<file path="config.mk">
export PLATFORM = sky130hd
export DESIGN_NAME = acu_top
export DESIGN_NICKNAME = d
export VERILOG_FILES = /design/src/include/acu_pkg.sv /design/src/hdl/acu_top.sv
export VERILOG_INCLUDE_DIRS = /design/src /design/src/include
export SDC_FILE = /design/constraint.sdc
export NUM_CORES = 1
export LEC_CHECK = 0
export BUFFER_PORTS_ARGS = -buffer_cell sky130_fd_sc_hd__clkbuf_2
export CAP_MARGIN = 25
export CORE_MARGIN = 4
export CORE_UTILIZATION = 55
export DETAILED_ROUTE_END_ITERATION = 12
export PLACE_DENSITY = 0.86
export SYNTH_ARGS = -nofsm -noshare
export SYNTH_HDL_FRONTEND = slang
export SYNTH_SLANG_ARGS = --single-unit
</file>
<file path="constraint.sdc">
create_clock -name i_clk -period 2.2 [get_ports i_clk]
set_input_delay 0.44 -clock i_clk [delete_from_list [all_inputs] [get_ports i_clk]]
set_output_delay 0.44 -clock i_clk [all_outputs]
set_load 0.02 [all_outputs]
</file>
<file path="src/include/acu_params.svh">
// Register map, field positions and timing constants of the converter control unit
`ifndef ACU_PARAMS_SVH
`define ACU_PARAMS_SVH
`define ACU_ADDR_CONTROL   8'h1f
`define ACU_ADDR_PORTCFG   8'h9f
`define ACU_ADDR_RESULT    8'h1e
`define ACU_ADDR_IRQ_STAT  8'h0c
`define ACU_ADDR_IRQ_EN    8'h8c
`define ACU_ADDR_IRQ_CLR   8'h0d
`define ACU_BIT_POWER      0
`define ACU_BIT_GO         2
`define ACU_CHS_LSB        3
`define ACU_CHS_MSB        5
`define ACU_CKS_LSB        6
`define ACU_CKS_MSB        7
`define ACU_BIT_DONE_IRQ   0
`define ACU_CTRL_RESET     8'h00
`define ACU_CTRL_WMASK     8'hfd
`define ACU_PCFG_MASK      8'h07
`define ACU_CKS_DIV2       2'h0
`define ACU_CKS_DIV8       2'h1
`define ACU_CKS_DIV32      2'h2
`define ACU_CKS_RC         2'h3
`define ACU_TAD_DIV2       6'h02
`define ACU_TAD_DIV8       6'h08
`define ACU_TAD_DIV32      6'h20
`define ACU_NUM_CHANNELS   3'h5
`define ACU_RES_BITS       4'h8
`define ACU_MSB_INDEX      3'h7
`endif

</file>
<file path="src/include/acu_pkg.sv">
// Types shared by the converter control unit
package acu_pkg;
	// Conversion sequencer states
	typedef enum logic [1:0] {
		ACU_IDLE   = 2'b00,
		ACU_SAMPLE = 2'b01,
		ACU_CONV   = 2'b10,
		ACU_DONE   = 2'b11
	} acu_state_type;
	typedef logic [7:0] acu_byte_type;
endpackage : acu_pkg

</file>
<file path="src/hdl/acu_top.sv">
// Successive-approximation converter control unit with register port and interrupt
`timescale 1ns/10ps
`include "acu_params.svh"
// How it works
// [RULE1] Five analog channels, one routed per conversion
// [RULE2] Each conversion yields unsigned 8-bit result
// [RULE3] Successive approximation, one bit per step
// [RULE4] Reference is supply or shared reference pin
// [RULE5] Sleep conversion only with internal RC clock
// [RULE6] Reset clears registers, powers off, aborts
// [RULE7] Port pins analog or digital; reference pin
// [RULE8] Bits 5:3 select channel 0 to 4
// [RULE9] Bits 7:6 select conversion clock source
// [RULE10] Codes 00/01/10 divide 2/8/32, 11 RC
// [RULE11] Done loads result, clears go, sets flag
// [RULE12] Clearing go aborts, result keeps old value
// [RULE13] Power off means lowest current, no conversion
// [RULE14] Bit 0 powers on; bit 1 reads zero
module acu_top (
	input  wire logic                 i_clk,         // System clock, 40 MHz
	input  wire logic                 i_sys_rst,     // Synchronous reset, active high
	input  wire logic [7:0]           i_addr,        // Register address
	input  wire acu_pkg::acu_byte_type i_wdata,      // Register write data
	input  wire logic                 i_wr,          // Write strobe
	input  wire logic                 i_rd,          // Read strobe
	output logic       [7:0]          o_rdata,       // Read data, cycle after strobe
	input  wire logic                 i_sleep,       // Device in sleep, system clock gated
	input  wire logic                 i_rc_tick,     // Internal RC oscillator tick, async
	input  wire logic                 i_comp_high,   // Comparator: sample above trial level
	output logic       [2:0]          o_channel,     // Multiplexer channel select
	output logic                      o_sample,      // Sample-and-hold tracking
	output logic       [7:0]          o_dac_code,    // Trial code to the comparator DAC
	output logic                      o_ref_ext,     // Use shared reference pin as reference
	output logic                      o_analog_en,   // Analog bias enable
	output logic       [4:0]          o_pin_analog,  // Per-pin analog select
	output logic                      o_irq          // Level interrupt
);
	import acu_pkg::*;

	// ==========================================================
	// Registers and state
	acu_byte_type  control;      // Control register
	acu_byte_type  port_cfg;     // Port configuration register
	acu_byte_type  result;       // Last completed result
	logic          irq_stat;     // Sticky done flag
	logic          irq_en;       // Interrupt enable
	acu_state_type state;        // Sequencer state
	acu_byte_type  sar;          // Approximation register
	logic [2:0]    bit_idx;      // Bit under trial
	logic [5:0]    div_cnt;      // Clock divider count
	logic          tad_tick;     // One bit time elapsed
	logic          rc_s1;        // RC tick synchroniser, stage 1
	logic          rc_s2;        // RC tick synchroniser, stage 2
	logic          rc_s3;        // Edge history for RC tick
	logic          done_evt;     // Conversion finished this cycle
	logic          go_clear;     // Software cleared go this cycle
	logic          wr_ctrl;      // Control write strobe

	// Divider length for a clock-select code
	function automatic logic [5:0] tad_len(input logic [1:0] cks);
		case (cks) // RULE10
			`ACU_CKS_DIV2:  tad_len = `ACU_TAD_DIV2;
			`ACU_CKS_DIV8:  tad_len = `ACU_TAD_DIV8;
			default:        tad_len = `ACU_TAD_DIV32;
		endcase
	endfunction : tad_len

	wire logic       power   = control[`ACU_BIT_POWER];
	wire logic       go      = control[`ACU_BIT_GO];
	wire logic [1:0] cks     = control[`ACU_CKS_MSB:`ACU_CKS_LSB];
	wire logic       use_rc  = (cks == `ACU_CKS_RC);
	assign wr_ctrl  = i_wr && (i_addr == `ACU_ADDR_CONTROL);
	assign go_clear = wr_ctrl && !i_wdata[`ACU_BIT_GO];

	// ==========================================================
	// RC tick synchroniser; stages 2 and 3 both feed the edge detect
	always_ff @(posedge i_clk) begin
		if (i_sys_rst) begin
			rc_s1 <= 1'b0;
			rc_s2 <= 1'b0;
			rc_s3 <= 1'b0;
		end else begin
			rc_s1 <= i_rc_tick;
			rc_s2 <= rc_s1;
			rc_s3 <= rc_s2;
		end
	end

	// ==========================================================
	// Bit-time generator: divided system clock or RC edge
	// Sleep stops the system divider, so only RC runs then
	// The tick is registered: one cycle of latency buys a glitch-free strobe
	always_ff @(posedge i_clk) begin
		if (i_sys_rst || state == ACU_IDLE) begin
			div_cnt  <= 6'h00;
			tad_tick <= 1'b0;
		end else if (use_rc) begin // RULE9
			div_cnt  <= 6'h00;
			tad_tick <= rc_s2 && !rc_s3; // RULE5
		end else if (i_sleep) begin
			div_cnt  <= 6'h00; // RULE5
			tad_tick <= 1'b0;
		end else if (div_cnt == tad_len(cks) - 6'h01) begin // RULE10
			div_cnt  <= 6'h00;
			tad_tick <= 1'b1;
		end else begin
			div_cnt  <= div_cnt + 6'h01;
			tad_tick <= 1'b0;
		end
	end

	// ==========================================================
	// Control register; hardware clears go on completion
	// A software write wins over the hardware clear in the same cycle
	always_ff @(posedge i_clk) begin
		if (i_sys_rst) begin
			control <= `ACU_CTRL_RESET; // RULE6
		end else if (wr_ctrl) begin
			control <= i_wdata & `ACU_CTRL_WMASK; // RULE14 RULE8
		end else if (done_evt) begin
			control[`ACU_BIT_GO] <= 1'b0; // RULE11
		end else if (!power || (i_sleep && !use_rc)) begin
			control[`ACU_BIT_GO] <= 1'b0; // RULE13
		end
	end

	// Port configuration register
	// Only the three layout bits exist; the upper bits read zero
	always_ff @(posedge i_clk) begin
		if (i_sys_rst) begin
			port_cfg <= 8'h00; // RULE6
		end else if (i_wr && i_addr == `ACU_ADDR_PORTCFG) begin
			port_cfg <= i_wdata & `ACU_PCFG_MASK; // RULE7
		end
	end

	// ==========================================================
	// Sequencer: sample one bit time, then eight trials
	always_ff @(posedge i_clk) begin
		if (i_sys_rst) begin
			state    <= ACU_IDLE; // RULE6
			sar      <= 8'h00;
			bit_idx  <= `ACU_MSB_INDEX;
			done_evt <= 1'b0;
		end else begin
			done_evt <= 1'b0;
			// Done also stops the sequencer: go is still set in the cycle after
			// completion, and restarting there would launch a stray sample phase
			if (!power || !go || go_clear || done_evt || (i_sleep && !use_rc)) begin
				state   <= ACU_IDLE; // RULE12 RULE13
				sar     <= 8'h00;
				bit_idx <= `ACU_MSB_INDEX;
			end else begin
				case (state)
					ACU_IDLE: begin
						state <= ACU_SAMPLE;
						sar   <= 8'h00;
					end
					ACU_SAMPLE: if (tad_tick) begin
						state   <= ACU_CONV;
						sar     <= 8'h80;
						bit_idx <= `ACU_MSB_INDEX;
					end
					ACU_CONV: if (tad_tick) begin
						// Keep or drop the trial bit, then try the next
						sar[bit_idx] <= i_comp_high; // RULE3
						if (bit_idx == 3'h0) begin
							state <= ACU_DONE;
						end else begin
							sar[bit_idx - 3'h1] <= 1'b1;
							bit_idx <= bit_idx - 3'h1;
						end
					end
					ACU_DONE: begin
						done_evt <= 1'b1; // RULE11
						state    <= ACU_IDLE;
					end
					default: state <= ACU_IDLE;
				endcase
			end
		end
	end

	// ==========================================================
	// Result register; written only by a completed conversion
	// Power-off and go-clear aborts never reach the load; a sleep abort without RC in the done cycle still loads sar
	always_ff @(posedge i_clk) begin
		if (i_sys_rst) begin
			result <= 8'h00;
		end else if (state == ACU_DONE && power && go && !go_clear) begin
			result <= sar; // RULE2 RULE11
		end
	end

	// ==========================================================
	// Interrupt: set beats clear
	// Clear is write-one, so a zero write cannot lose an unseen event
	always_ff @(posedge i_clk) begin
		if (i_sys_rst) begin
			irq_stat <= 1'b0;
			irq_en   <= 1'b0;
		end else begin
			if (done_evt) begin
				irq_stat <= 1'b1; // RULE11
			end else if (i_wr && i_addr == `ACU_ADDR_IRQ_CLR && i_wdata[`ACU_BIT_DONE_IRQ]) begin
				irq_stat <= 1'b0;
			end
			if (i_wr && i_addr == `ACU_ADDR_IRQ_EN) begin
				irq_en <= i_wdata[`ACU_BIT_DONE_IRQ];
			end
		end
	end
	assign o_irq = irq_stat && irq_en;

	// ==========================================================
	// Read port; unmapped addresses read zero
	// Idle cycles return zero so that a late sample shows up as a mismatch
	always_ff @(posedge i_clk) begin
		if (i_sys_rst) begin
			o_rdata <= 8'h00;
		end else if (i_rd) begin
			case (i_addr)
				`ACU_ADDR_CONTROL:  o_rdata <= control; // RULE14
				`ACU_ADDR_PORTCFG:  o_rdata <= port_cfg;
				`ACU_ADDR_RESULT:   o_rdata <= result;
				`ACU_ADDR_IRQ_STAT: o_rdata <= {7'h00, irq_stat};
				`ACU_ADDR_IRQ_EN:   o_rdata <= {7'h00, irq_en};
				default:            o_rdata <= 8'h00;
			endcase
		end else begin
			o_rdata <= 8'h00;
		end
	end

	// ==========================================================
	// Analog front end controls, registered
	always_ff @(posedge i_clk) begin
		if (i_sys_rst) begin
			o_channel    <= 3'h0;
			o_sample     <= 1'b0;
			o_dac_code   <= 8'h00;
			o_ref_ext    <= 1'b0;
			o_analog_en  <= 1'b0;
			o_pin_analog <= 5'h00;
		end else begin
			// Codes 5..7 have no channel; hold channel 0
			o_channel   <= (control[`ACU_CHS_MSB:`ACU_CHS_LSB] < `ACU_NUM_CHANNELS) ?
				control[`ACU_CHS_MSB:`ACU_CHS_LSB] : 3'h0; // RULE1 RULE8
			o_sample    <= power && (state != ACU_CONV); // RULE1
			o_dac_code  <= sar;
			// Codes 1, 3 and 5 hand the reference to the shared pin
			o_ref_ext   <= port_cfg[0] && (!port_cfg[2] || port_cfg[2:0] == 3'h5); // RULE4
			o_analog_en <= power && !(i_sleep && !use_rc); // RULE13
			// Pin bits: 0 to 2 first inputs, 3 fifth input, 4 shared reference pin
			case (port_cfg[2:0]) // RULE7
				3'h0, 3'h2:  o_pin_analog <= 5'h1f;
				3'h1, 3'h3:  o_pin_analog <= 5'h0f;
				3'h4:        o_pin_analog <= 5'h13;
				3'h5:        o_pin_analog <= 5'h03;
				default:     o_pin_analog <= 5'h00;
			endcase
		end
	end

	// ==========================================================
	// Checks
	a_done_clears_go: assert property (@(posedge i_clk) disable iff (i_sys_rst)
		done_evt && !wr_ctrl |=> !control[`ACU_BIT_GO]) else $error("go not cleared"); // RULE11
	a_done_sets_flag: assert property (@(posedge i_clk) disable iff (i_sys_rst)
		done_evt |=> irq_stat) else $error("done flag missing"); // RULE11
	a_abort_keeps: assert property (@(posedge i_clk) disable iff (i_sys_rst)
		go_clear && state == ACU_CONV |=> $stable(result) ##1 $stable(result)) else $error("abort changed result"); // RULE12
	a_power_off_idle: assert property (@(posedge i_clk) disable iff (i_sys_rst)
		!power |=> state == ACU_IDLE) else $error("converting unpowered"); // RULE13
	a_bit1_zero: assert property (@(posedge i_clk) disable iff (i_sys_rst)
		!control[1]) else $error("bit 1 set"); // RULE14
	a_reset_off: assert property (@(posedge i_clk)
		i_sys_rst |=> control == 8'h00 && state == ACU_IDLE) else $error("reset not off"); // RULE6
	a_channel_range: assert property (@(posedge i_clk) disable iff (i_sys_rst)
		o_channel < `ACU_NUM_CHANNELS) else $error("bad channel"); // RULE1
	a_sleep_rc_only: assert property (@(posedge i_clk) disable iff (i_sys_rst)
		i_sleep && !use_rc |=> state == ACU_IDLE) else $error("sleep conversion without rc"); // RULE5
	a_div2_tick: assert property (@(posedge i_clk) disable iff (i_sys_rst)
		$rose(tad_tick) && cks == 2'h0 && !i_sleep && state != ACU_IDLE && $stable(cks) |=> !tad_tick ##1 tad_tick or
		(##1 state == ACU_IDLE) or ##1 ($changed(cks) || i_sleep)) else $error("div2 rate wrong"); // RULE10
	// Power, abort and hold properties
	a_go_refused_off: assert property (@(posedge i_clk) disable iff (i_sys_rst)
		!power && !wr_ctrl |=> !control[`ACU_BIT_GO]) else $error("go kept while unpowered"); // RULE13
	a_abort_to_idle: assert property (@(posedge i_clk) disable iff (i_sys_rst)
		go_clear |=> state == ACU_IDLE) else $error("abort left sequencer busy"); // RULE12
	a_abort_no_done: assert property (@(posedge i_clk) disable iff (i_sys_rst)
		go_clear |=> !done_evt) else $error("aborted conversion completed"); // RULE12
	a_hold_in_conv: assert property (@(posedge i_clk) disable iff (i_sys_rst)
		state == ACU_CONV |=> !o_sample) else $error("tracking during conversion"); // RULE3
	a_bias_off: assert property (@(posedge i_clk) disable iff (i_sys_rst)
		!power |=> !o_analog_en) else $error("bias on while unpowered"); // RULE13

	// ==========================================================
	// Scenario covers
	c_complete: cover property (@(posedge i_clk) done_evt);
	c_abort: cover property (@(posedge i_clk) go_clear && state == ACU_CONV);
	c_rc_sleep: cover property (@(posedge i_clk) done_evt && i_sleep);
	c_div32_done: cover property (@(posedge i_clk) done_evt && cks == `ACU_CKS_DIV32);
	c_reset_busy: cover property (@(posedge i_clk) i_sys_rst && state == ACU_CONV);
endmodule : acu_top

</file>
==> results of run 1 <==
==> layer usage <==
layer	wire, um	vias up	global-route usage (%)
li1	-	1279	-
met1	2780	1207	26.2
met2	3090	101	33.3
met3	462	19	5.21
met4	185	0	11.6
met5	0	-	0
==> kinds of logic (layout without fill, tap and decap cells) <==
kind of cell / count (synthesis) / in the layout / share of synthesized area [%]
flip-flops: 69 / 69 / 45.6
AND/OR/NAND/NOR: 140 / 140 / 25.2
adder cells (fa/ha/maj): 8 / 8 / 3.30
buffers and inverters: 27 / 87 / 4.17
multiplexers: 23 / 23 / 7.72
XOR/XNOR: 6 / 6 / 1.73
AO/OA/AOI/OAI: 56 / 56 / 12.3
==> how the worst min path moves through the flow <==
| stage | from | end | slack, ns | cells past startpoint |
|---|---|---|---|---|
| finish | i_rc_tick | rc_s1 | 0.31 | 2 |
| detailed placement | rc_s1 | rc_s2 | 0.43 | 1 |
| CTS | i_rc_tick | rc_s1 | 0.31 | 2 |
| global placement | rc_s1 | rc_s2 | 0.43 | 1 |
| global route | i_rc_tick | rc_s1 | 0.32 | 2 |
| floorplan | rc_s1 | rc_s2 | 0.41 | 1 |
==> flip-flops by register name, indices dropped and copies added (netlist names), 2 cells and up <==
name / count
bit_idx: 3
state: 2
sar: 8
o_pin_analog: 3
result: 8
port_cfg: 3
o_channel: 3
div_cnt: 6
control: 7
o_rdata: 8
o_dac_code: 8
==> layout make-up <==
| type | count | area share, % |
|---|---|---|
| Inverter | 11 | 1.15 |
| Clock buffer | 9 | 3.46 |
| Timing Repair Buffer | 60 | 9.08 |
| Sequential cell | 69 | 38.5 |
| Tap cell | 70 | 2.44 |
| Clock inverter | 7 | 2.79 |
| Multi-Input combinational cell | 233 | 42.5 |
==> power breakdown <==
| part | leakage [nW] | switching (W) | total (W) | internal, W |
|---|---|---|---|---|
| clock | 0.102 | 0.000488 | 0.00113 | 0.000640 |
| sequential | 0.557 | 0.00000174 | 0.00126 | 0.00125 |
| combinational | 0.770 | 0.0000494 | 0.0000793 | 0.0000299 |
==> critical path, cell delays in order (launching register included) <==
cell                       delay [ns]
sky130_fd_sc_hd__dfxtp_1         0.35
sky130_fd_sc_hd__inv_1           0.09
sky130_fd_sc_hd__ha_1            0.41
sky130_fd_sc_hd__nand4b_1        0.38
sky130_fd_sc_hd__nor2_1          0.30
sky130_fd_sc_hd__a311oi_1        0.13
sky130_fd_sc_hd__nor3_1          0.19
==> cell usage in the layout, fill, tap and decap left out, types with 5 or more instances in the layout <==
cell                       instances
sky130_fd_sc_hd__a21oi_1          14
sky130_fd_sc_hd__a22oi_1           8
sky130_fd_sc_hd__a31oi_1           7
sky130_fd_sc_hd__and2_1            5
sky130_fd_sc_hd__and3_1            7
sky130_fd_sc_hd__buf_4            10
sky130_fd_sc_hd__clkbuf_2         50
sky130_fd_sc_hd__clkbuf_8          9
sky130_fd_sc_hd__dfxtp_1          69
sky130_fd_sc_hd__ha_1              8
sky130_fd_sc_hd__inv_1            11
sky130_fd_sc_hd__mux2i_1          20
sky130_fd_sc_hd__nand2_1          10
sky130_fd_sc_hd__nand3_1           9
sky130_fd_sc_hd__nor2_1           50
sky130_fd_sc_hd__nor2b_1          18
sky130_fd_sc_hd__nor3_1            7
sky130_fd_sc_hd__o21ai_0           8
==> stage by stage <==
step | power (W) | worst slack, ns | util [%] | cells
floorplan | 0.00132 | 0.391 | - | 329
global placement | 0.00136 | 0.330 | 64.1 | 443
detailed placement | 0.00136 | 0.296 | 64.1 | 443
CTS | 0.00248 | 0.290 | 68.4 | 459
global route | 0.00254 | 0.0863 | 68.4 | 459
finish | 0.00246 | 0.257 | 68.4 | 459
==> results.json, run 1 <==
{
  "fin_tns_setup_ns": 0,
  "cts_tree": "done",
  "path_clk_slew_ns": 0.08,
  "regArea_um2": 1380,
  "power-per-cell-area_nw_per_um2": 687,
  "chipHeight_um": 82.2,
  "arrival_ns": 2.21,
  "drive_above_1_share_pct": 21.6,
  "die_x_um": 82.2,
  "num-nets-final": 415,
  "clk_sink_count": 69,
  "share_of_synthesized_area_occupied_by_flip_flops_and_latches_pct": 45.6,
  "ios": 51,
  "grt_pass1_vias": 2429,
  "start_util_pct": 57.9,
  "transition_time_at_the_pin_with_the_least_slew_margin_ns": 0.555,
  "number_of_h_tree_branching_levels": 3,
  "post_route_wl_mm": 6.53,
  "min_period_ns": 1.94,
  "critical_path.endpoint_type": "register",
  "synth_largest_type_area_fraction_pct": 45.6,
  "area_delta_synth_final_pct": 18.2,
  "fp.coreArea_um2": 5240,
  "post-synth-top-area-cell": "sky130_fd_sc_hd__dfxtp_1",
  "timing.final.setup_violations": 0,
  "fmax_ghz": 0.515,
  "hpwl_mm": 4.67,
  "cts.path.max_buffers": 2,
  "commonest_cells_post_synth": "sky130_fd_sc_hd__dfxtp_1 (69), sky130_fd_sc_hd__nor2_1 (50), sky130_fd_sc_hd__mux2i_1 (20)",
  "drt-initial-drc-count": 155,
  "cts_hold_repair.buffers": 0,
  "max_cap_violation_count": 0,
  "routed_wire_length_per_instance_um": 14.2,
  "ys_dominant_reg_cell": "sky130_fd_sc_hd__dfxtp_1",
  "critical_path.max_fanout": 12,
  "detailedRoute.firstPassIterationCount": 5,
  "detail-route-antenna-nets": 0,
  "globalplace.congestion": 0.893,
  "synth.avg_cell_area_um2": 9.21,
  "cts_inserted_buffers": 9,
  "post-route-cell-area_um2": 3580,
  "worstSetupStartpointType": "register",
  "post-cts-setup-buffers": 0,
  "rr_worst_depth": 6,
  "rsz_0062_raised_after_global_routing": "no",
  "power_leakage_nw": 1.43,
  "post_synth_inst_count": 329,
  "hold_class": "in -> reg",
  "port_buffers": 50,
  "worst_clock_skew_ns": 0.00789,
  "worst_setup_path_endpoint": "sar[6]",
  "fp-row-count": 26,
  "clk-insertion-delay-late_ns": 0.35,
  "place_area_um2": 3360,
  "detailroute.via_count": 2606,
  "critPathKind": "reg -> reg",
  "global_route.overflow_total": 0,
  "register_bit_total_from_synthesis": 69,
  "drc_errors": 0,
  "design.die.area_um2": 6760,
  "rrSetupSlack_ns": 0.26,
  "final_max_slew_viol_count": 0,
  "report.final.hold_viol_count": 0,
  "synth.lib_cells_used.distinct": 51,
  "critical_path_required_ns": 2.47,
  "postSynthNetCount": 360,
  "yosys.cell_count.top_type": "sky130_fd_sc_hd__dfxtp_1",
  "final.hold.worst_slack_ns": 0.310,
  "synth-warning-count": 0,
  "antenna_found_initial": 0,
  "worstReg2RegEnd": "sar[6]",
  "irDropWorstVdd_v": 0.000387,
  "fillers": 412,
  "area_of_the_mapped_netlist_um2": 3030,
  "worst_r2r_startpoint": "state[0]",
  "status": "finished clean",
  "gates_resized_cts_repair": 0,
  "asyncSetResetFlopFracSynth_pct": 0,
  "number_of_enable_flip_flop_cells_after_synthesis": 0,
  "ctsRootBufferMaster": "sky130_fd_sc_hd__clkbuf_8",
  "grt_start_max_net_pins": 36,
  "diodes": 0,
  "route.detailed.vias_per_inst": 5.68,
  "global_route_wire_length_before_repair_mm": 11.0,
  "multiInputGateArea_um2": 1520,
  "setup.worst_path.start": "state[0]",
  "ys_top_cells_by_area": "sky130_fd_sc_hd__dfxtp_1 (46%), sky130_fd_sc_hd__mux2i_1 (6.6%), sky130_fd_sc_hd__nor2_1 (6.2%)",
  "total_global_routing_track_utilization_pct": 21.1,
  "timing.final.crit_share_pct": 88.3,
  "maxSlewHeadroom_pct": 62.6
}
No activity file was read; power rests on OpenSTA's default activity.
==> run 2, diff against run 1 <==
--- a/config.mk
+++ b/config.mk
@@ -9,9 +9,9 @@
 export BUFFER_PORTS_ARGS = -buffer_cell sky130_fd_sc_hd__clkbuf_2
 export CAP_MARGIN = 25
 export CORE_MARGIN = 4
-export CORE_UTILIZATION = 55
+export CORE_UTILIZATION = 57
 export DETAILED_ROUTE_END_ITERATION = 12
-export PLACE_DENSITY = 0.86
+export PLACE_DENSITY = 0.89
 export SYNTH_ARGS = -nofsm -noshare
 export SYNTH_HDL_FRONTEND = slang
 export SYNTH_SLANG_ARGS = --single-unit
==> constraint.sdc (replaced) <==
create_clock -name i_clk -period 2.4 [get_ports i_clk]
set_input_delay 0.48 -clock i_clk [delete_from_list [all_inputs] [get_ports i_clk]]
set_output_delay 0.48 -clock i_clk [all_outputs]
set_load 0.02 [all_outputs]
==> run 2 against run 1 <==
  * Critical path depth is the same
  * Setup slack gained 0.12 ns
  * Register-to-register slack gained 0.12 ns
  * Via count shrank 1.8%
  * First-iteration DRC count grew 25%
  * Sequential share of layout area grew 0.24 points
  * Cell area shrank 0.63%
  * Hold slack gained 0.037 ns
  * Sequential power shrank 9%
  * Critical path type unchanged
==> results.json, run 2 (same netlist as run 1, synthesis figures left out) <==
{
  "drc_errors": 0,
  "worstReg2RegEnd": "sar[7]",
  "p_sw_w": 0.000497,
  "worst_r2r_startpoint": "state[0]",
  "cp_num_buf_inv": 1,
  "rrSetupSlack_ns": 0.38,
  "min_period_ns": 2.02,
  "clock_share_of_power_pct": 48.4,
  "timing.final.crit_share_pct": 84.2,
  "clk_sink_count": 69,
  "critical_path.endpoint_type": "register",
  "routed_wire_length_per_instance_um": 14.8,
  "detailroute.via_count": 2560,
  "critical_path_stages": 6,
  "cp_cell_sequence": "inv_1 > ha_1 > nor2_1 > o21ai_1 > a21oi_1 > a211oi_2",
  "drt-initial-drc-count": 194,
  "power-per-cell-area_nw_per_um2": 665,
  "timing.final.setup_violations": 0,
  "grt_pass1_vias": 2403,
  "dominant_delay_contributor_by_cell_family_on_the_critical_path": "compound AO/OA/AOI/OAI gates",
  "total_global_routing_track_utilization_pct": 22.0,
  "design.die.area_um2": 6550,
  "arrival_ns": 2.28,
  "number_of_h_tree_branching_levels": 3,
  "ios": 51,
  "worst_setup_path_endpoint": "sar[7]",
  "report.final.hold_viol_count": 0,
  "global_route.overflow_total": 0,
  "worst_clock_skew_ns": 0.00670,
  "start_util_pct": 59.0,
  "fin_tns_setup_ns": 0,
  "globalplace.congestion": 0.932,
  "post-route-cell-area_um2": 3560,
  "worstSetupStartpointType": "register",
  "fillers": 414,
  "maxSlewHeadroom_pct": 48.1,
  "final.hold.worst_slack_ns": 0.347,
  "drive_above_1_share_pct": 20.4,
  "fmax_ghz": 0.495,
  "detailedRoute.firstPassIterationCount": 5,
  "rr_worst_depth": 6,
  "port_buffers": 50,
  "cts_tree": "done",
  "switching_share_pct": 21.0,
  "post_route_wl_mm": 6.72,
  "pre_cts_ws_ns": 0.281,
  "die_x_um": 80.9,
  "irDropWorstVdd_v": 0.000397,
  "cts.path.max_buffers": 2,
  "final.setup.worst_slack_ns": 0.380,
  "ctsRootBufferMaster": "sky130_fd_sc_hd__clkbuf_8",
  "fp-row-count": 26,
  "setup.worst_path.start": "state[0]",
  "transition_time_at_the_pin_with_the_least_slew_margin_ns": 0.773,
  "hold_class": "in -> reg",
  "place_area_um2": 3310,
  "layout_commonest_cell": "sky130_fd_sc_hd__dfxtp_1",
  "critPathKind": "reg -> reg",
  "pwr-share-comb_pct": 3.0,
  "detail-route-antenna-nets": 0,
  "num-nets-final": 409,
  "rsz_0062_raised_after_global_routing": "no",
  "p_total_w": 0.00237,
  "antenna_found_initial": 0,
  "max_cap_violation_count": 0,
  "power_leakage_nw": 1.41,
  "clk-insertion-delay-late_ns": 0.34,
  "grt_start_max_net_pins": 40,
  "cts_inserted_buffers": 9,
  "critical_path.max_fanout": 12,
  "status": "finished clean",
  "most-common-layout-cells": "sky130_fd_sc_hd__dfxtp_1 (69), sky130_fd_sc_hd__nor2_1 (50), sky130_fd_sc_hd__clkbuf_2 (50)",
  "path_clk_slew_ns": 0.07,
  "fp.coreArea_um2": 5140,
  "gates_resized_cts_repair": 0,
  "holdPathStages": 2,
  "final_max_slew_viol_count": 0,
  "post-cts-setup-buffers": 0,
  "global_route_wire_length_before_repair_mm": 11.1,
  "cellInternalPower_w": 0.00187,
  "critical_path_required_ns": 2.66,
  "hpwl_mm": 4.80,
  "critPathSlowestCell": "sky130_fd_sc_hd__o21ai_1",
  "chipHeight_um": 80.9,
  "diodes": 0,
  "route.detailed.vias_per_inst": 5.65,
  "cts_hold_repair.buffers": 0,
  "area_delta_synth_final_pct": 17.5,
  "cpPeakStageDelay_ns": 0.55,
  "power.share.sequential_pct": 48.6
}
-- run 2: power groups by stage --
stage               Clock, W  Sequential (W)  Combinational (W)
floorplan                  0         0.00118          0.0000334
global placement           0         0.00118          0.0000685
detailed placement         0         0.00118          0.0000703
CTS                  0.00116         0.00115          0.0000715
global route         0.00121         0.00115          0.0000792
finish               0.00115         0.00115          0.0000721
-- run 2: cell type report --
type                            instances  area, um2  share of cell area [%]
Sequential cell                        69       1380                    38.8
Multi-Input combinational cell        233       1520                    42.8
Inverter                               11       41.3                    1.16
Timing Repair Buffer                   54        280                    7.87
Tap cell                               70       87.6                    2.46
Clock buffer                            9        124                    3.48
Clock inverter                          7        123                    3.44
-- run 2: through the flow --
stage,utilization (%),cells
2_1_floorplan,-,329
3_3_place_gp,64.5,437
3_5_place_dp,64.5,437
4_1_cts,69.3,453
5_1_grt,69.3,453
6_report,69.3,453
-- run 2: worst register-to-register path, cell delays in order, from the launching register on --
cell and delay [ns]:
sky130_fd_sc_hd__dfxtp_1 0.35, sky130_fd_sc_hd__inv_1 0.10, sky130_fd_sc_hd__ha_1 0.38, sky130_fd_sc_hd__nor2_1 0.12, sky130_fd_sc_hd__o21ai_1 0.55, sky130_fd_sc_hd__a21oi_1 0.19, sky130_fd_sc_hd__a211oi_2 0.25
-- run 2: metal layers --
layer / global-route usage [%] / wire length, um
met3: 6.10 / 445
met2: 36.0 / 3160
met4: 11.8 / 240
met5: 0 / 0
met1: 26.1 / 2880
-- run 2: how the worst min path moves through the flow --
stage / from / end / slack, ns
3_3_place_gp: rc_s1 / rc_s2 / 0.42
4_1_cts: i_rc_tick / rc_s1 / 0.34
6_report: i_rc_tick / rc_s1 / 0.35
3_5_place_dp: rc_s1 / rc_s2 / 0.44
5_1_grt: i_rc_tick / rc_s1 / 0.34
2_1_floorplan: rc_s1 / rc_s2 / 0.41
==> run 3, diff against run 2 <==
--- a/config.mk
+++ b/config.mk
@@ -6,12 +6,13 @@
 export SDC_FILE = /design/constraint.sdc
 export NUM_CORES = 1
 export LEC_CHECK = 0
+export ABC_AREA = 1
 export BUFFER_PORTS_ARGS = -buffer_cell sky130_fd_sc_hd__clkbuf_2
 export CAP_MARGIN = 25
 export CORE_MARGIN = 4
-export CORE_UTILIZATION = 57
+export CORE_UTILIZATION = 51
 export DETAILED_ROUTE_END_ITERATION = 12
-export PLACE_DENSITY = 0.89
+export PLACE_DENSITY = 0.84
 export SYNTH_ARGS = -nofsm -noshare
 export SYNTH_HDL_FRONTEND = slang
 export SYNTH_SLANG_ARGS = --single-unit
==> constraint.sdc (replaced) <==
create_clock -name i_clk -period 1.75 [get_ports i_clk]
set_input_delay 0.35 -clock i_clk [delete_from_list [all_inputs] [get_ports i_clk]]
set_output_delay 0.35 -clock i_clk [all_outputs]
set_load 0.02 [all_outputs]
==> run 3 against run 2 <==
  * Clock power rose by 17%
  * Total power rose by 29%
  * Clock-buffer cell count rose by 1
  * Flip-flop and latch count did not move
  * Global-route usage fell by 2.1 points
  * Synthesized area rose by 4.7%
  * Critical path depth rose by 2
  * Utilization fell by 7.8 points
  * Critical endpoint is now div_cnt[4]
  * Sequential power rose by 37%
  * Via count rose by 13%
==> results.json, run 3 <==
{
  "total_global_routing_track_utilization_pct": 19.9,
  "transition_time_at_the_pin_with_the_least_slew_margin_ns": 0.446,
  "critPathSlowestCell": "sky130_fd_sc_hd__dfxtp_1",
  "regArea_um2": 1380,
  "chipHeight_um": 86.9,
  "worst_clock_skew_ns": 0.0106,
  "final.setup.worst_slack_ns": 0.150,
  "clk_sink_count": 69,
  "routed_wire_length_per_instance_um": 12.0,
  "asyncSetResetFlopFracSynth_pct": 0,
  "detailroute.via_count": 2903,
  "cts_inserted_buffers": 9,
  "synth.lib_cells_used.distinct": 32,
  "dp_cells": 566,
  "critPathKind": "reg -> reg",
  "antenna_found_initial": 0,
  "cts.path.max_buffers": 2,
  "ys_top_cells_by_area": "sky130_fd_sc_hd__dfxtp_1 (44%), sky130_fd_sc_hd__nand2_1 (14%), sky130_fd_sc_hd__nor2_1 (7.5%)",
  "arrival_ns": 1.84,
  "ys_dominant_reg_cell": "sky130_fd_sc_hd__dfxtp_1",
  "power_leakage_nw": 1.71,
  "synth.avg_cell_area_um2": 7.08,
  "design.die.area_um2": 7550,
  "p_total_w": 0.00304,
  "synth-warning-count": 0,
  "critical_path.max_fanout": 6,
  "path_clk_slew_ns": 0.08,
  "post_route_wl_mm": 7.01,
  "register_bit_total_from_synthesis": 69,
  "num-nets-final": 533,
  "drc_errors": 0,
  "fp.coreArea_um2": 5990,
  "post-cts-setup-buffers": 0,
  "clock_share_of_power_pct": 44.4,
  "cp_num_buf_inv": 1,
  "area_of_the_mapped_netlist_um2": 3170,
  "report.final.hold_viol_count": 0,
  "yosys.cell_count.top_type": "sky130_fd_sc_hd__nand2_1",
  "global_route.overflow_total": 0,
  "maxSlewHeadroom_pct": 70.2,
  "hpwl_mm": 5.29,
  "port_buffers": 50,
  "timing.final.crit_share_pct": 91.4,
  "detail-route-antenna-nets": 0,
  "status": "finished clean",
  "timing.final.setup_violations": 0,
  "ios": 51,
  "number_of_h_tree_branching_levels": 3,
  "critical_path.most_common_cell": "sky130_fd_sc_hd__nor2_1",
  "globalplace.congestion": 0.866,
  "post-synth-top-area-cell": "sky130_fd_sc_hd__dfxtp_1",
  "worstSetupStartpointType": "register",
  "switching_share_pct": 23.8,
  "power-per-cell-area_nw_per_um2": 826,
  "rsz_0062_raised_after_global_routing": "no",
  "cts_tree": "done",
  "grt_pass1_vias": 2751,
  "pwr-share-comb_pct": 3.8,
  "route.detailed.vias_per_inst": 4.99,
  "post_synth_inst_count": 448,
  "dominant_delay_contributor_by_cell_family_on_the_critical_path": "simple AND/OR/NAND/NOR gates",
  "finish.utilization_pct": 61.5,
  "max_cap_violation_count": 0,
  "cp_cell_sequence": "nor2_1 > inv_1 > ha_1 > xnor2_1 > nor2_1 > nand2_1 > o21ai_2 > nor2_1",
  "cpPeakStageDelay_ns": 0.34,
  "min_period_ns": 1.60,
  "synth_largest_type_area_fraction_pct": 43.5,
  "fmax_ghz": 0.625,
  "multiInputGateArea_um2": 1480,
  "p_sw_w": 0.000723,
  "diodes": 0,
  "fp-row-count": 28,
  "drt-initial-drc-count": 150,
  "critical_path_required_ns": 1.99,
  "layout_commonest_cell": "sky130_fd_sc_hd__nand2_1",
  "clk-insertion-delay-late_ns": 0.36,
  "global_route_wire_length_before_repair_mm": 11.8,
  "fin_tns_setup_ns": 0,
  "pre_cts_ws_ns": 0.0986,
  "final-instance-count-excl-fill": 582,
  "number_of_enable_flip_flop_cells_after_synthesis": 0,
  "irDropWorstVdd_v": 0.000589,
  "final_max_slew_viol_count": 0,
  "detailedRoute.firstPassIterationCount": 4,
  "start_util_pct": 53.0,
  "share_of_synthesized_area_occupied_by_flip_flops_and_latches_pct": 43.5,
  "drive_above_1_share_pct": 17.6,
  "cellInternalPower_w": 0.00232,
  "postSynthNetCount": 479,
  "commonest_cells_post_synth": "sky130_fd_sc_hd__nand2_1 (116), sky130_fd_sc_hd__dfxtp_1 (69), sky130_fd_sc_hd__nor2_1 (63)",
  "most-common-layout-cells": "sky130_fd_sc_hd__nand2_1 (116), sky130_fd_sc_hd__dfxtp_1 (69), sky130_fd_sc_hd__nor2_1 (61)",
  "critical_path.endpoint_type": "register",
  "ctsRootBufferMaster": "sky130_fd_sc_hd__clkbuf_8",
  "hold_class": "in -> reg",
  "power.share.sequential_pct": 51.8,
  "grt_start_max_net_pins": 21,
  "fillers": 544,
  "die_x_um": 86.9,
  "area_delta_synth_final_pct": 16.2
}
==> run 3: cell count changes after synthesis, moves of 18 or more <==
cell and delta:
sky130_fd_sc_hd__inv_1 +49, sky130_fd_sc_hd__nor2b_1 -18, sky130_fd_sc_hd__a21oi_1 +18, sky130_fd_sc_hd__nand3_1 +24
sky130_fd_sc_hd__mux2i_1 -20, sky130_fd_sc_hd__nand2_1 +106
==> run 3: worst min-delay path: stages <==
cell	delay [ns]
sky130_fd_sc_hd__clkbuf_2	0.08
sky130_fd_sc_hd__inv_1	0.04
sky130_fd_sc_hd__nor2_1	0.03
==> run 3: logic make-up (layout without fill, tap and decap cells) <==
| logic type | count (synthesis) | in the layout | synth area share [%] |
|---|---|---|---|
| AO/OA/AOI/OAI | 63 | 63 | 10.8 |
| XOR/XNOR | 5 | 5 | 1.38 |
| adder cells (fa/ha/maj) | 8 | 8 | 3.15 |
| buffers and inverters | 75 | 134 | 10.3 |
| flip-flops | 69 | 69 | 43.5 |
| AND/OR/NAND/NOR | 228 | 228 | 30.8 |
==> run 3: final timing paths <==
check	start	endpoint	slack [ns]	cells past startpoint
setup reg to reg	control[6]	div_cnt[4]	0.15	8
setup / recovery	control[6]	div_cnt[4]	0.15	8
hold reg to reg	rc_s1	rc_s2	0.40	2
hold / removal	i_rc_tick	rc_s1	0.18	3
==> run 3: final cells by class <==
type,instances,share of cell area (%)
multi-input combinational,304,40.1
tap,75,2.55
clock inverter,6,1.93
inverter,63,6.42
timing repair buffer,55,7.81
clock buffer,10,3.73
sequential,69,37.5
==> run 3: power by group through the flow <==
stage                     Combinational (W)  Clock (W)  Sequential [W]
after floorplan                   0.0000638          0         0.00162
after global placement             0.000111          0         0.00161
after detailed placement           0.000115          0         0.00161
after CTS                          0.000116    0.00137         0.00158
after global routing               0.000128    0.00143         0.00158
final                              0.000116    0.00135         0.00158
==> run 3: per-stage QoR <==
step	cell area, um2	hold WS [ns]
detailed placement	3460	0.395
floorplan	3170	0.388
finish	3690	0.177
global route	3690	0.192
global placement	3460	0.390
CTS	3670	0.173
==> run 3: routing by layer <==
| layer | wire length [um] | vias up | global-route usage, % | share of wire [%] |
|---|---|---|---|---|
| met3 | 451 | 19 | 3.88 | 6.4 |
| li1 | - | 1510 | - | - |
| met1 | 2920 | 1288 | 23.0 | 42 |
| met2 | 3420 | 86 | 34.3 | 49 |
| met4 | 208 | 0 | 11.2 | 3.0 |
| met5 | 0 | - | 0 | 0 |
==> run 3: repair_timing <==
item | in CTS | in global routing
hold buffers | 0 | 0
gates resized for setup | 0 | 4
setup endpoints to repair | 0 | 9
